File: config.mk
export PLATFORM = sky130hd
export DESIGN_NAME = protection_stage_option_switches
export DESIGN_NICKNAME = d
export VERILOG_FILES = /design/src/rtl/option_switches_pkg.sv /design/src/rtl/stage_if.sv /design/src/rtl/start_indicator.sv /design/src/rtl/reclose_router.sv /design/src/rtl/protection_stage_option_switches.sv
export SDC_FILE = /design/constraint.sdc
export NUM_CORES = 1
export LEC_CHECK = 0
export BUFFER_PORTS_ARGS = -buffer_cell sky130_fd_sc_hd__buf_2
export CORE_MARGIN = 2
export CORE_UTILIZATION = 48
export CTS_BUF_LIST = sky130_fd_sc_hd__clkbuf_8 sky130_fd_sc_hd__clkbuf_16
export DETAILED_ROUTE_END_ITERATION = 8
export PLACE_DENSITY = 0.85
export SKIP_CTS_REPAIR_TIMING = 1
export SLEW_MARGIN = 30
export SYNTH_ARGS = -nofsm -noshare
export SYNTH_HDL_FRONTEND = slang
export SYNTH_HIERARCHICAL = 1
export SYNTH_SLANG_ARGS = --single-unit
File: constraint.sdc
create_clock -name CLOCK -period 2.95 [get_ports CLOCK]
set_clock_uncertainty 0.15 [all_clocks]
set_input_delay 0.1475 -clock CLOCK [delete_from_list [all_inputs] [get_ports CLOCK]]
set_output_delay 0.1475 -clock CLOCK [all_outputs]
set_load 0.1 [all_outputs]
File: src/rtl/option_switches_pkg.sv
// Package of register map, field positions and reset values for the option switch block.
package option_switches_pkg;

  // ----------------------------------------------------------------
  // Register offsets
  // ----------------------------------------------------------------
  localparam logic [7:0] GROUP_ONE_OFFSET = 8'h00;
  localparam logic [7:0] GROUP_TWO_OFFSET = 8'h04;
  localparam logic [7:0] STATUS_OFFSET = 8'h08;
  localparam logic [7:0] MASK_OFFSET = 8'h0c;
  localparam logic [7:0] STATE_OFFSET = 8'h10;
  localparam logic [7:0] INDICATION_RESET_OFFSET = 8'h14;

  // ----------------------------------------------------------------
  // Field positions
  // ----------------------------------------------------------------
  localparam int THRESHOLD_DOUBLING_POS = 4;
  localparam int EARTH_FAULT_INHIBIT_POS = 5;
  localparam int HIGH_OC_DISABLE_POS = 4;
  localparam int HIGH_EF_DISABLE_POS = 5;
  localparam int RECLOSE_ROUTING_POS = 6;
  localparam int EF_RECLOSE_SELECT_POS = 7;
  localparam int OPTION_CHANGE_POS = 4;

  // Stage indices for start, indication and status vectors.
  localparam int LOW_OC = 0;
  localparam int HIGH_OC = 1;
  localparam int LOW_EF = 2;
  localparam int HIGH_EF = 3;

  // ----------------------------------------------------------------
  // Widths, masks and reset values
  // ----------------------------------------------------------------
  localparam int STAGE_COUNT = 4;
  localparam int EVENT_COUNT = 5;
  localparam logic [7:0] GROUP_ONE_WRITE_MASK = 8'h3f;
  localparam logic [7:0] GROUP_ONE_RESET = 8'h00;
  localparam logic [7:0] GROUP_TWO_RESET = 8'h00;
  localparam logic [EVENT_COUNT-1:0] STATUS_RESET = 5'h00;
  localparam logic [EVENT_COUNT-1:0] MASK_RESET = 5'h00;

endpackage

File: src/rtl/stage_if.sv
// Interface that carries stage starts and indicator control to the start indicator.
`timescale 1ns/100ps
interface stage_if;
  import option_switches_pkg::*;

  logic [STAGE_COUNT-1:0] start;
  logic [STAGE_COUNT-1:0] manual;
  logic [STAGE_COUNT-1:0] clear;
  logic [STAGE_COUNT-1:0] indication;

  modport ctrl (output start, output manual, output clear, input indication);
  modport ind (input start, input manual, input clear, output indication);
endinterface

File: src/rtl/start_indicator.sv
// Start indicators of the four stages, each auto or hand reset.
`timescale 1ns/100ps
module start_indicator
  import option_switches_pkg::*;
(
  input wire logic clock,
  input wire logic reset,
  stage_if.ind stages
);

  typedef struct packed {
    logic [STAGE_COUNT-1:0] ind;
  } ind_state_t;

  ind_state_t s_q;
  ind_state_t s_d;

  // A start in the clearing cycle keeps the indication set.
  always_comb
  begin
    s_d = s_q;
    for (int i = 0; i < STAGE_COUNT; i++)
    begin
      if (stages.manual[i])
        s_d.ind[i] = (s_q.ind[i] & ~stages.clear[i]) | stages.start[i];
      else
        s_d.ind[i] = stages.start[i];
    end
  end

  always_ff @(posedge clock)
  begin
    if (reset)
      s_q <= '0;
    else
      s_q <= s_d;
  end

  assign stages.indication = s_q.ind;

endmodule

File: src/rtl/reclose_router.sv
// Steering of stage start signals to the auto-reclose outputs.
`timescale 1ns/100ps
module reclose_router
  import option_switches_pkg::*;
(
  input wire logic clock,
  input wire logic reset,
  input wire logic high_oc_start,
  input wire logic low_ef_start,
  input wire logic high_ef_start,
  input wire logic other_third_start,
  input wire logic routing,
  input wire logic ef_select,
  output logic first_reclose_output,
  output logic third_reclose_output
);

  typedef struct packed {
    logic first;
    logic third;
  } route_state_t;

  route_state_t s_q;
  route_state_t s_d;

  // The first reclose output is the same pin as the third start output.
  always_comb
  begin
    s_d = s_q;
    if (routing)
      s_d.first = high_oc_start;
    else
      s_d.first = other_third_start;
    if (ef_select)
      s_d.third = high_ef_start;
    else
      s_d.third = low_ef_start;
  end

  always_ff @(posedge clock)
  begin
    if (reset)
      s_q <= '0;
    else
      s_q <= s_d;
  end

  assign first_reclose_output = s_q.first;
  assign third_reclose_output = s_q.third;

endmodule

File: src/rtl/protection_stage_option_switches.sv
// Option switch registers and stage gating of the protection module.
//
// Operation
// - With threshold doubling set the high-set overcurrent threshold is doubled, else unchanged.
// - With earth-fault inhibit set the high-set earth-fault stage is held off while low-set overcurrent is started.
// - With earth-fault inhibit clear the high-set earth-fault stage runs whatever the phase stages do.
// - A stage whose reset option is 0 drops its start indication when its fault clears.
// - Group two bits 0 to 3 make the four stage start indications hold until an explicit reset.
// - High-set overcurrent disable blocks that stage fully and flags it out of service.
// - High-set earth-fault disable blocks that stage fully and flags it out of service.
// - Reclose routing set drives the shared first reclose output from the high-set overcurrent start.
// - Reclose routing clear keeps that start off the shared output, leaving it to other routing.
// - Earth-fault reclose select picks low-set (0) or high-set (1) earth-fault start for the third output.
`timescale 1ns/100ps
module protection_stage_option_switches
  import option_switches_pkg::*;
#(
  parameter int THRESHOLD_WIDTH = 16
)
(
  input wire logic CLOCK,
  input wire logic RESET,
  input wire logic PSEL,
  input wire logic PENABLE,
  input wire logic PWRITE,
  input wire logic [7:0] PADDR,
  input wire logic [31:0] PWDATA,
  input wire logic [3:0] PSTRB,
  output logic PREADY,
  output logic [31:0] PRDATA,
  output logic PSLVERR,
  input wire logic [THRESHOLD_WIDTH-1:0] HIGH_OC_THRESHOLD,
  input wire logic LOW_OC_START,
  input wire logic HIGH_OC_START,
  input wire logic LOW_EF_START,
  input wire logic HIGH_EF_START,
  input wire logic OTHER_THIRD_START,
  output logic [THRESHOLD_WIDTH:0] HIGH_OC_THRESHOLD_EFF,
  output logic HIGH_OC_START_OUT,
  output logic HIGH_EF_START_OUT,
  output logic [1:0] OUT_OF_SERVICE,
  output logic [STAGE_COUNT-1:0] START_INDICATION,
  output logic FIRST_RECLOSE_OUTPUT,
  output logic THIRD_RECLOSE_OUTPUT,
  output logic IRQ
);

  // ----------------------------------------------------------------
  // State
  // ----------------------------------------------------------------
  typedef struct packed {
    logic [7:0] group_one;
    logic [7:0] group_two;
    logic [EVENT_COUNT-1:0] status;
    logic [EVENT_COUNT-1:0] mask;
    logic ack;
    logic [31:0] rdata;
    logic [THRESHOLD_WIDTH:0] threshold;
    logic [STAGE_COUNT-1:0] start;
    logic [STAGE_COUNT-1:0] start_prev;
    logic [STAGE_COUNT-1:0] clear;
    logic [1:0] oos;
    logic irq;
  } top_state_t;

  top_state_t s_q;
  top_state_t s_d;

  stage_if stages ();

  // ----------------------------------------------------------------
  // Helpers
  // ----------------------------------------------------------------
  function automatic logic is_mapped(input logic [7:0] addr);
    is_mapped = 1'b0;
    if (addr == GROUP_ONE_OFFSET)
      is_mapped = 1'b1;
    else if (addr == GROUP_TWO_OFFSET)
      is_mapped = 1'b1;
    else if (addr == STATUS_OFFSET)
      is_mapped = 1'b1;
    else if (addr == MASK_OFFSET)
      is_mapped = 1'b1;
    else if (addr == STATE_OFFSET)
      is_mapped = 1'b1;
    else if (addr == INDICATION_RESET_OFFSET)
      is_mapped = 1'b1;
  endfunction

  function automatic logic [31:0] read_word(input logic [7:0] addr, input top_state_t s,
                                            input logic [STAGE_COUNT-1:0] ind);
    read_word = 32'h0000_0000;
    if (addr == GROUP_ONE_OFFSET)
      read_word[7:0] = s.group_one;
    else if (addr == GROUP_TWO_OFFSET)
      read_word[7:0] = s.group_two;
    else if (addr == STATUS_OFFSET)
      read_word[EVENT_COUNT-1:0] = s.status;
    else if (addr == MASK_OFFSET)
      read_word[EVENT_COUNT-1:0] = s.mask;
    else if (addr == STATE_OFFSET)
      read_word[13:0] = {s.oos, s.start, ind, s.start_prev};
  endfunction

  // ----------------------------------------------------------------
  // Next state
  // ----------------------------------------------------------------
  logic access;
  logic wr_now;
  logic lane0;
  logic hoc_disable;
  logic hef_disable;
  logic ef_inhibit;
  logic [EVENT_COUNT-1:0] events;
  logic [EVENT_COUNT-1:0] w1c;

  always_comb
  begin
    s_d = s_q;
    access = PSEL & PENABLE;
    wr_now = access & s_q.ack & PWRITE & is_mapped(PADDR);
    lane0 = PSTRB[0];
    hoc_disable = s_q.group_two[HIGH_OC_DISABLE_POS];
    hef_disable = s_q.group_two[HIGH_EF_DISABLE_POS];
    ef_inhibit = s_q.group_one[EARTH_FAULT_INHIBIT_POS];
    events = '0;
    w1c = '0;

    // One wait state: read data is captured, then pready is given.
    s_d.ack = access & ~s_q.ack;
    if (access & ~s_q.ack)
      s_d.rdata = read_word(PADDR, s_q, stages.indication);

    // Stage gating follows the stored options from the next cycle on.
    if (s_q.group_one[THRESHOLD_DOUBLING_POS])
      s_d.threshold = {HIGH_OC_THRESHOLD, 1'b0};
    else
      s_d.threshold = {1'b0, HIGH_OC_THRESHOLD};
    s_d.start[LOW_OC] = LOW_OC_START;
    s_d.start[HIGH_OC] = HIGH_OC_START & ~hoc_disable;
    s_d.start[LOW_EF] = LOW_EF_START;
    if (ef_inhibit)
      s_d.start[HIGH_EF] = HIGH_EF_START & ~hef_disable & ~LOW_OC_START;
    else
      s_d.start[HIGH_EF] = HIGH_EF_START & ~hef_disable;
    s_d.oos = {hef_disable, hoc_disable};
    s_d.start_prev = s_q.start;

    // Rising starts and option writes are the interrupt events.
    events[STAGE_COUNT-1:0] = s_q.start & ~s_q.start_prev;
    s_d.clear = '0;

    if (wr_now & lane0)
    begin
      if (PADDR == GROUP_ONE_OFFSET)
      begin
        s_d.group_one = PWDATA[7:0] & GROUP_ONE_WRITE_MASK;
        events[OPTION_CHANGE_POS] = 1'b1;
      end
      else if (PADDR == GROUP_TWO_OFFSET)
      begin
        s_d.group_two = PWDATA[7:0];
        events[OPTION_CHANGE_POS] = 1'b1;
      end
      else if (PADDR == STATUS_OFFSET)
        w1c = PWDATA[EVENT_COUNT-1:0];
      else if (PADDR == MASK_OFFSET)
        s_d.mask = PWDATA[EVENT_COUNT-1:0];
      else if (PADDR == INDICATION_RESET_OFFSET)
        s_d.clear = PWDATA[STAGE_COUNT-1:0];
    end

    // An event in the clearing cycle keeps its bit set.
    s_d.status = (s_q.status & ~w1c) | events;
    s_d.irq = |(s_d.status & s_d.mask);
  end

  // ----------------------------------------------------------------
  // Registers
  // ----------------------------------------------------------------
  always_ff @(posedge CLOCK)
  begin
    if (RESET)
    begin
      s_q <= '0;
      s_q.group_one <= GROUP_ONE_RESET;
      s_q.group_two <= GROUP_TWO_RESET;
      s_q.status <= STATUS_RESET;
      s_q.mask <= MASK_RESET;
    end
    else
      s_q <= s_d;
  end

  // ----------------------------------------------------------------
  // Start indicators and reclose routing
  // ----------------------------------------------------------------
  assign stages.start = s_q.start;
  assign stages.manual = s_q.group_two[STAGE_COUNT-1:0];
  assign stages.clear = s_q.clear;

  start_indicator u_indicator (
    .clock(CLOCK),
    .reset(RESET),
    .stages(stages.ind)
  );

  reclose_router u_router (
    .clock(CLOCK),
    .reset(RESET),
    .high_oc_start(s_q.start[HIGH_OC]),
    .low_ef_start(s_q.start[LOW_EF]),
    .high_ef_start(s_q.start[HIGH_EF]),
    .other_third_start(OTHER_THIRD_START),
    .routing(s_q.group_two[RECLOSE_ROUTING_POS]),
    .ef_select(s_q.group_two[EF_RECLOSE_SELECT_POS]),
    .first_reclose_output(FIRST_RECLOSE_OUTPUT),
    .third_reclose_output(THIRD_RECLOSE_OUTPUT)
  );

  // ----------------------------------------------------------------
  // Outputs
  // ----------------------------------------------------------------
  assign PREADY = s_q.ack;
  assign PRDATA = s_q.rdata;
  assign PSLVERR = s_q.ack & PSEL & PENABLE & ~is_mapped(PADDR);
  assign HIGH_OC_THRESHOLD_EFF = s_q.threshold;
  assign HIGH_OC_START_OUT = s_q.start[HIGH_OC];
  assign HIGH_EF_START_OUT = s_q.start[HIGH_EF];
  assign OUT_OF_SERVICE = s_q.oos;
  assign START_INDICATION = stages.indication;
  assign IRQ = s_q.irq;

endmodule

## Word-level counts from Yosys, hierarchy flattened

Index checks and enable logic that the tools add are counted.
W data, S select, Z words.

- Register bits after elaboration: 77
- Bits in latches: 0
- Output and inout bits: 62
- RAM bits: 0
- Memories: 0
- ROM bits: 0

- Bitwise logic cells: 39
- $mul: 0
- Reductions and logical operators: 7
- Add/sub/neg operators: 0
- Shift operators: 0
- Equality and inequality tests: 5
- Div/mod/pow operators: 0
- Multiplexer cells: 35
- Order comparisons: 0

Operator list:

| operator | number |
|---|---|
| $mux W5 | 11 |
| $mux W9 | 2 |
| $and A1 B1 Y1 | 16 |
| $eq A8 B4 Y1 const B | 2 |
| $eq A8 B5 Y1 const B | 2 |
| $mux W1 | 16 |
| $mux W16 | 1 |
| $mux W8 | 2 |
| $mux W14 | 1 |
| $not A1 Y1 | 13 |
| $mux W6 | 2 |
| $and A5 B5 Y5 | 2 |
| $eq A8 B3 Y1 const B | 1 |
| $logic_not A8 Y1 | 1 |
| $reduce_or A7 Y1 | 1 |
| $not A5 Y5 | 1 |
| $or A5 B5 Y5 | 1 |
| $reduce_or A5 Y1 | 1 |
| $and A4 B4 Y4 | 1 |
| $not A4 Y4 | 1 |
| $or A1 B1 Y1 | 4 |
| $reduce_or A2 Y1 | 2 |
| $reduce_and A3 Y1 | 1 |
| $reduce_and A2 Y1 | 1 |

## Logic depth before layout (Yosys ltp)

- Depth after elaboration: 15
- Gate-level depth with buffers: 8
- Gate-level depth less buffers: 6

## Modules after synthesis

The synthesis kept the hierarchy.

By module, submodules not included:

| module | area each (um^2) | times used | sequential area each (um^2) | cells an instance |
|---|---|---|---|---|
| protection_stage_option_switches | 3153.0 | 1 | 1421.4 | 341 |
| start_indicator | 145.1 | 1 | 80.1 | 16 |
| reclose_router | 67.6 | 1 | 40.0 | 6 |

## Least setup slack after synthesis

OpenSTA, ideal clock, no wires.

- Kind: register to register
- Start: register s_q (netlist bit PREADY)
- End: register s_q (netlist bit IRQ)
- Stages on the path, launching flop included: 8
- Required time: 2680 ps
- Arrival: 2532 ps
- Setup time: 120 ps
- Setup slack: 148 ps
- Path through: dfxtp_1 > nand3_1 > nor4_2 > and3_1 > buf_2 > mux2i_1 > o22ai_1 > o31a_1

- Longest elaborated chain between the ends: 10
- Elaborated cells on any way between the ends: 12

Ends and longest elaborated chain:

| element | line | text |
|---|---|---|
| start: declaration | protection_stage_option_switches.sv:66 | `top_state_t s_q;` |
| $and A1 B1 Y1 (*) (3 in a row) | protection_stage_option_switches.sv:121 | `wr_now = access & s_q.ack & PWRITE & is_mapped(PADDR);` |
| $and A1 B1 Y1 (*) | protection_stage_option_switches.sv:153 | `if (wr_now & lane0)` |
| $mux W5 | protection_stage_option_switches.sv:153 |  |
| $not A5 Y5 | protection_stage_option_switches.sv:174 | `s_d.status = (s_q.status & ~w1c) \| events;` |
| $and A5 B5 Y5 | protection_stage_option_switches.sv:174 |  |
| $or A5 B5 Y5 | protection_stage_option_switches.sv:174 |  |
| $and A5 B5 Y5 (*) | protection_stage_option_switches.sv:175 | `s_d.irq = \|(s_d.status & s_d.mask);` |
| $reduce_or A5 Y1 (*) | protection_stage_option_switches.sv:175 |  |

Mark *: on every way between the ends. The rest lies on a longest branch, timed or not.
A chain may end at the register's enable or synchronous reset.

## Worst setup path in the final report

- Start: input port PADDR[7]
- End: register s_q[81] (netlist name)

- Longest elaborated chain between the ends: 10
- Elaborated cells on any way between the ends: 16

Ends and longest elaborated chain:

| element | line | text |
|---|---|---|
| start: declaration | protection_stage_option_switches.sv:26 | `input wire logic [7:0] PADDR,` |
| $eq A8 B5 Y1 | protection_stage_option_switches.sv:86 | `else if (addr == INDICATION_RESET_OFFSET)` |
| $mux W1 | protection_stage_option_switches.sv:86 |  |
| $mux W1 | protection_stage_option_switches.sv:84 | `else if (addr == STATE_OFFSET)` |
| $mux W1 | protection_stage_option_switches.sv:82 | `else if (addr == MASK_OFFSET)` |
| $mux W1 | protection_stage_option_switches.sv:80 | `else if (addr == STATUS_OFFSET)` |
| $mux W1 | protection_stage_option_switches.sv:78 | `else if (addr == GROUP_TWO_OFFSET)` |
| $mux W1 | protection_stage_option_switches.sv:76 | `if (addr == GROUP_ONE_OFFSET)` |
| $and A1 B1 Y1 | protection_stage_option_switches.sv:121 |  |
| $and A1 B1 Y1 | protection_stage_option_switches.sv:153 |  |
| $reduce_and A3 Y1 (no source line) (*) | -- |  |

Marks and branches as above.

==> out/qor.yml <==
synthMuxAreaShare_pct: 13.5
cp.required_ns: 3.02
cp_slowest_cell: "or4_4"
cts_buffers: 9
clkTransAtPathRegs_ns: 0.09
critPathMaxFanout: 6
ys.flop_type: "dfxtp_1"
period_needed_ns: 2.21
synth_top_family_by_area: "simple AND/OR/NAND/NOR gates"
fp.dieW_um: 87.7
crit_buf_inv: 2
drt_first_iter_violations: 272
antenna_cells: 0
hold_class: "in2reg"
crit_family: "simple AND/OR/NAND/NOR gates"
grt_antenna_before_repair: 0
hpwl_um: 5290
ir_drop_mv: 0.247
maxSlewHeadroom_pct: 50.0
vias_per_cell: 5.05
p_total_uw: 2310
ys_seq_area_share_pct: 45.8
grt.overflow.total: 0
drc: 0
synth_warnings: 6
core-area_um2: 6790
cpPeakStageDelay_ns: 0.53
tightest_slew_ns: 0.750
track_usage_pct: 18.7
clk_path_buf_depth: 2
nets: 520
fin_cells: 551
routed_wl_um: 8120
cp_data_arrival_time_ns: 2.29
syn_area_per_cell_um2: 9.27
min_period_over_period_pct: 75.1
cts_tree: "done"
io_pins: 132
clock_sinks: 77
synthDistinctLibCells: 37
max_freq_ghz: 0.452
tns_ns: 0
wl_per_cell_um: 14.7
rsz0062_at_grt: "no"
whs_ns: 0.156
root_buffer: "clkbuf_8"
gp_congestion: 0.887
slew_violations: 0
setup_viol: 0
via_count: 2781
rows: 30
leakagePower_uw: 0.00175
placed_area_um2: 3590
syn_inst: 363
htree_levels: 3
synth_area_leaders: "dfxtp_1, mux2i_1, buf_4"
synth.top_cell.area_share_pct: 45.8
grt_pass1_wl_um: 11100
run_status: "completed"
yosys.area_share.simple_pct: 18.1
synth-compound-area-share_pct: 8.33
clk-insertion-delay-late_ns: 0.36
placed_cells: 501
netlist_area_um2: 3370
grt_pass1_vias: 2384
initial_core_util_pct: 49.5
hold_viol: 0
powerDensity_nw_per_um2: 557
synthXorXnorAreaFrac_pct: 0
endpoint_kind: "register"
die_area_um2: 7700
synthArstFlopShare_pct: 0
antenna_left: 0
io_buffers: 86
firstDrtPassIters: 5
cp_cell_sequence: "buf_2, or4_4, or2_1, or3_4, nor3b_1, buf_4, mux2i_1, nor2_1"
start_kind: "primary input"
finalInstanceArea_um2: 4140
grt_max_degree: 43
synth_fa_ha_area_share_pct: 0
criticalPathCategory: "in2reg"
drive_gt1_share_pct: 25.9
die-height_um: 87.7
synth_largest_area_cell: "dfxtp_1"
synth.ff_latch_count: 77
synth_edf_count: 0
drv_cap: 0
layout-area-overhead-vs-synth_pct: 22.9
## where the power goes
group / switching [uW] / leakage [uW] / total, uW / internal [uW]
clock: 408 / 0.0000991 / 827 / 419
combinational: 314 / 0.00103 / 402 / 87.6
sequential: 14.1 / 0.000628 / 1080 / 1060
## through the flow
stage	setup WS, ns	utilization, %
after floorplan	0.148	-
after global placement	0.497	52.8
after detailed placement	0.407	52.8
after CTS	0.730	55.9
after global routing	0.621	60.9
final	0.736	60.9
## worst register-to-register path: cells and delay by family (launching register included)
family	cells	cell delay, ns
AOI/OAI and AO/OA	2	0.40
and+or+nand+nor	3	0.87
DFF	1	0.38
muxes	1	0.30
## routing by layer
metal / vias up / part of all wire [%] / track usage (%)
li1: 1328 / - / -
met1: 1321 / 42 / 23.1
met2: 112 / 51 / 31.1
met3: 20 / 5.4 / 4.15
met4: 0 / 1.8 / 8.53
met5: - / 0 / 0
## final cells by class
cell class | count | area [um^2]
fill | 540 | 2660
sequential | 77 | 1540
multi-input combinational | 228 | 1410
timing repair buffer | 129 | 838
clock buffer | 10 | 138
tap | 96 | 120
clock inverter | 6 | 71.3
inverter | 5 | 18.8
## registers in the layout (all words and copies together) (netlist names)
signal / flops
HIGH_OC_THRESHOLD_EFF: 17
IRQ: 1
OUT_OF_SERVICE: 2
PRDATA: 14
PREADY: 1
ef_inhibit: 1
hef_disable: 1
hoc_disable: 1
s_q: 25
stages.clear: 4
stages.start: 4
u_indicator/stages.indication: 4
u_router/first_reclose_output: 1
u_router/third_reclose_output: 1
## Yosys cell counts, types with 2 or more instances
cell / instances
dfxtp_1: 77
nor2_1: 57
buf_4: 52
mux2i_1: 43
a21oi_1: 26
nor2b_1: 16
clkbuf_1: 12
nand2_1: 11
nand3_1: 10
a22oi_1: 7
inv_1: 5
nand3b_1: 5
and2_1: 4
buf_1: 4
a2111oi_0: 3
and3_1: 3
nor3b_1: 3
a22o_1: 2
buf_2: 2
mux2_2: 2
o21ai_0: 2
o22ai_1: 2
## kinds of logic after synthesis
logic type | count (synthesis)
simple gates | 119
compound gates | 46
buf+inv | 75
flops | 77
mux | 45
other cells | 1
## placed cells by master (no fill, tap or decap), types with 4 or more instances in the layout
master         Yosys  final
inv_1              5      5
nor2_1            57     57
conb_1             1     18
dlygate4sd3_1      0     34
and2_1             4      4
nand3b_1           5      5
a22oi_1            7      7
nand2_1           11     11
nor2b_1           16     16
buf_4             52      9
dfxtp_1           77     77
buf_2              2     86
a21oi_1           26     26
mux2i_1           43     43
nand3_1           10     10
clkbuf_8           0     10
## final timing paths
path	to	depth (start not counted)	slack, ns	start
worst min register to register	PRDATA[0]$_SDFFE_PP0P_	2	0.31	PRDATA[0]$_SDFFE_PP0P_
worst min-delay path	PRDATA[5]$_SDFFE_PP0P_	5	0.16	PENABLE
worst max register to register	IRQ$_SDFF_PP0_	6	0.75	PREADY$_SDFF_PP0_
worst max-delay path	s_q[81]$_SDFFE_PP0P_	8	0.74	PADDR[7]
Power figures use the tool's default switching activity.
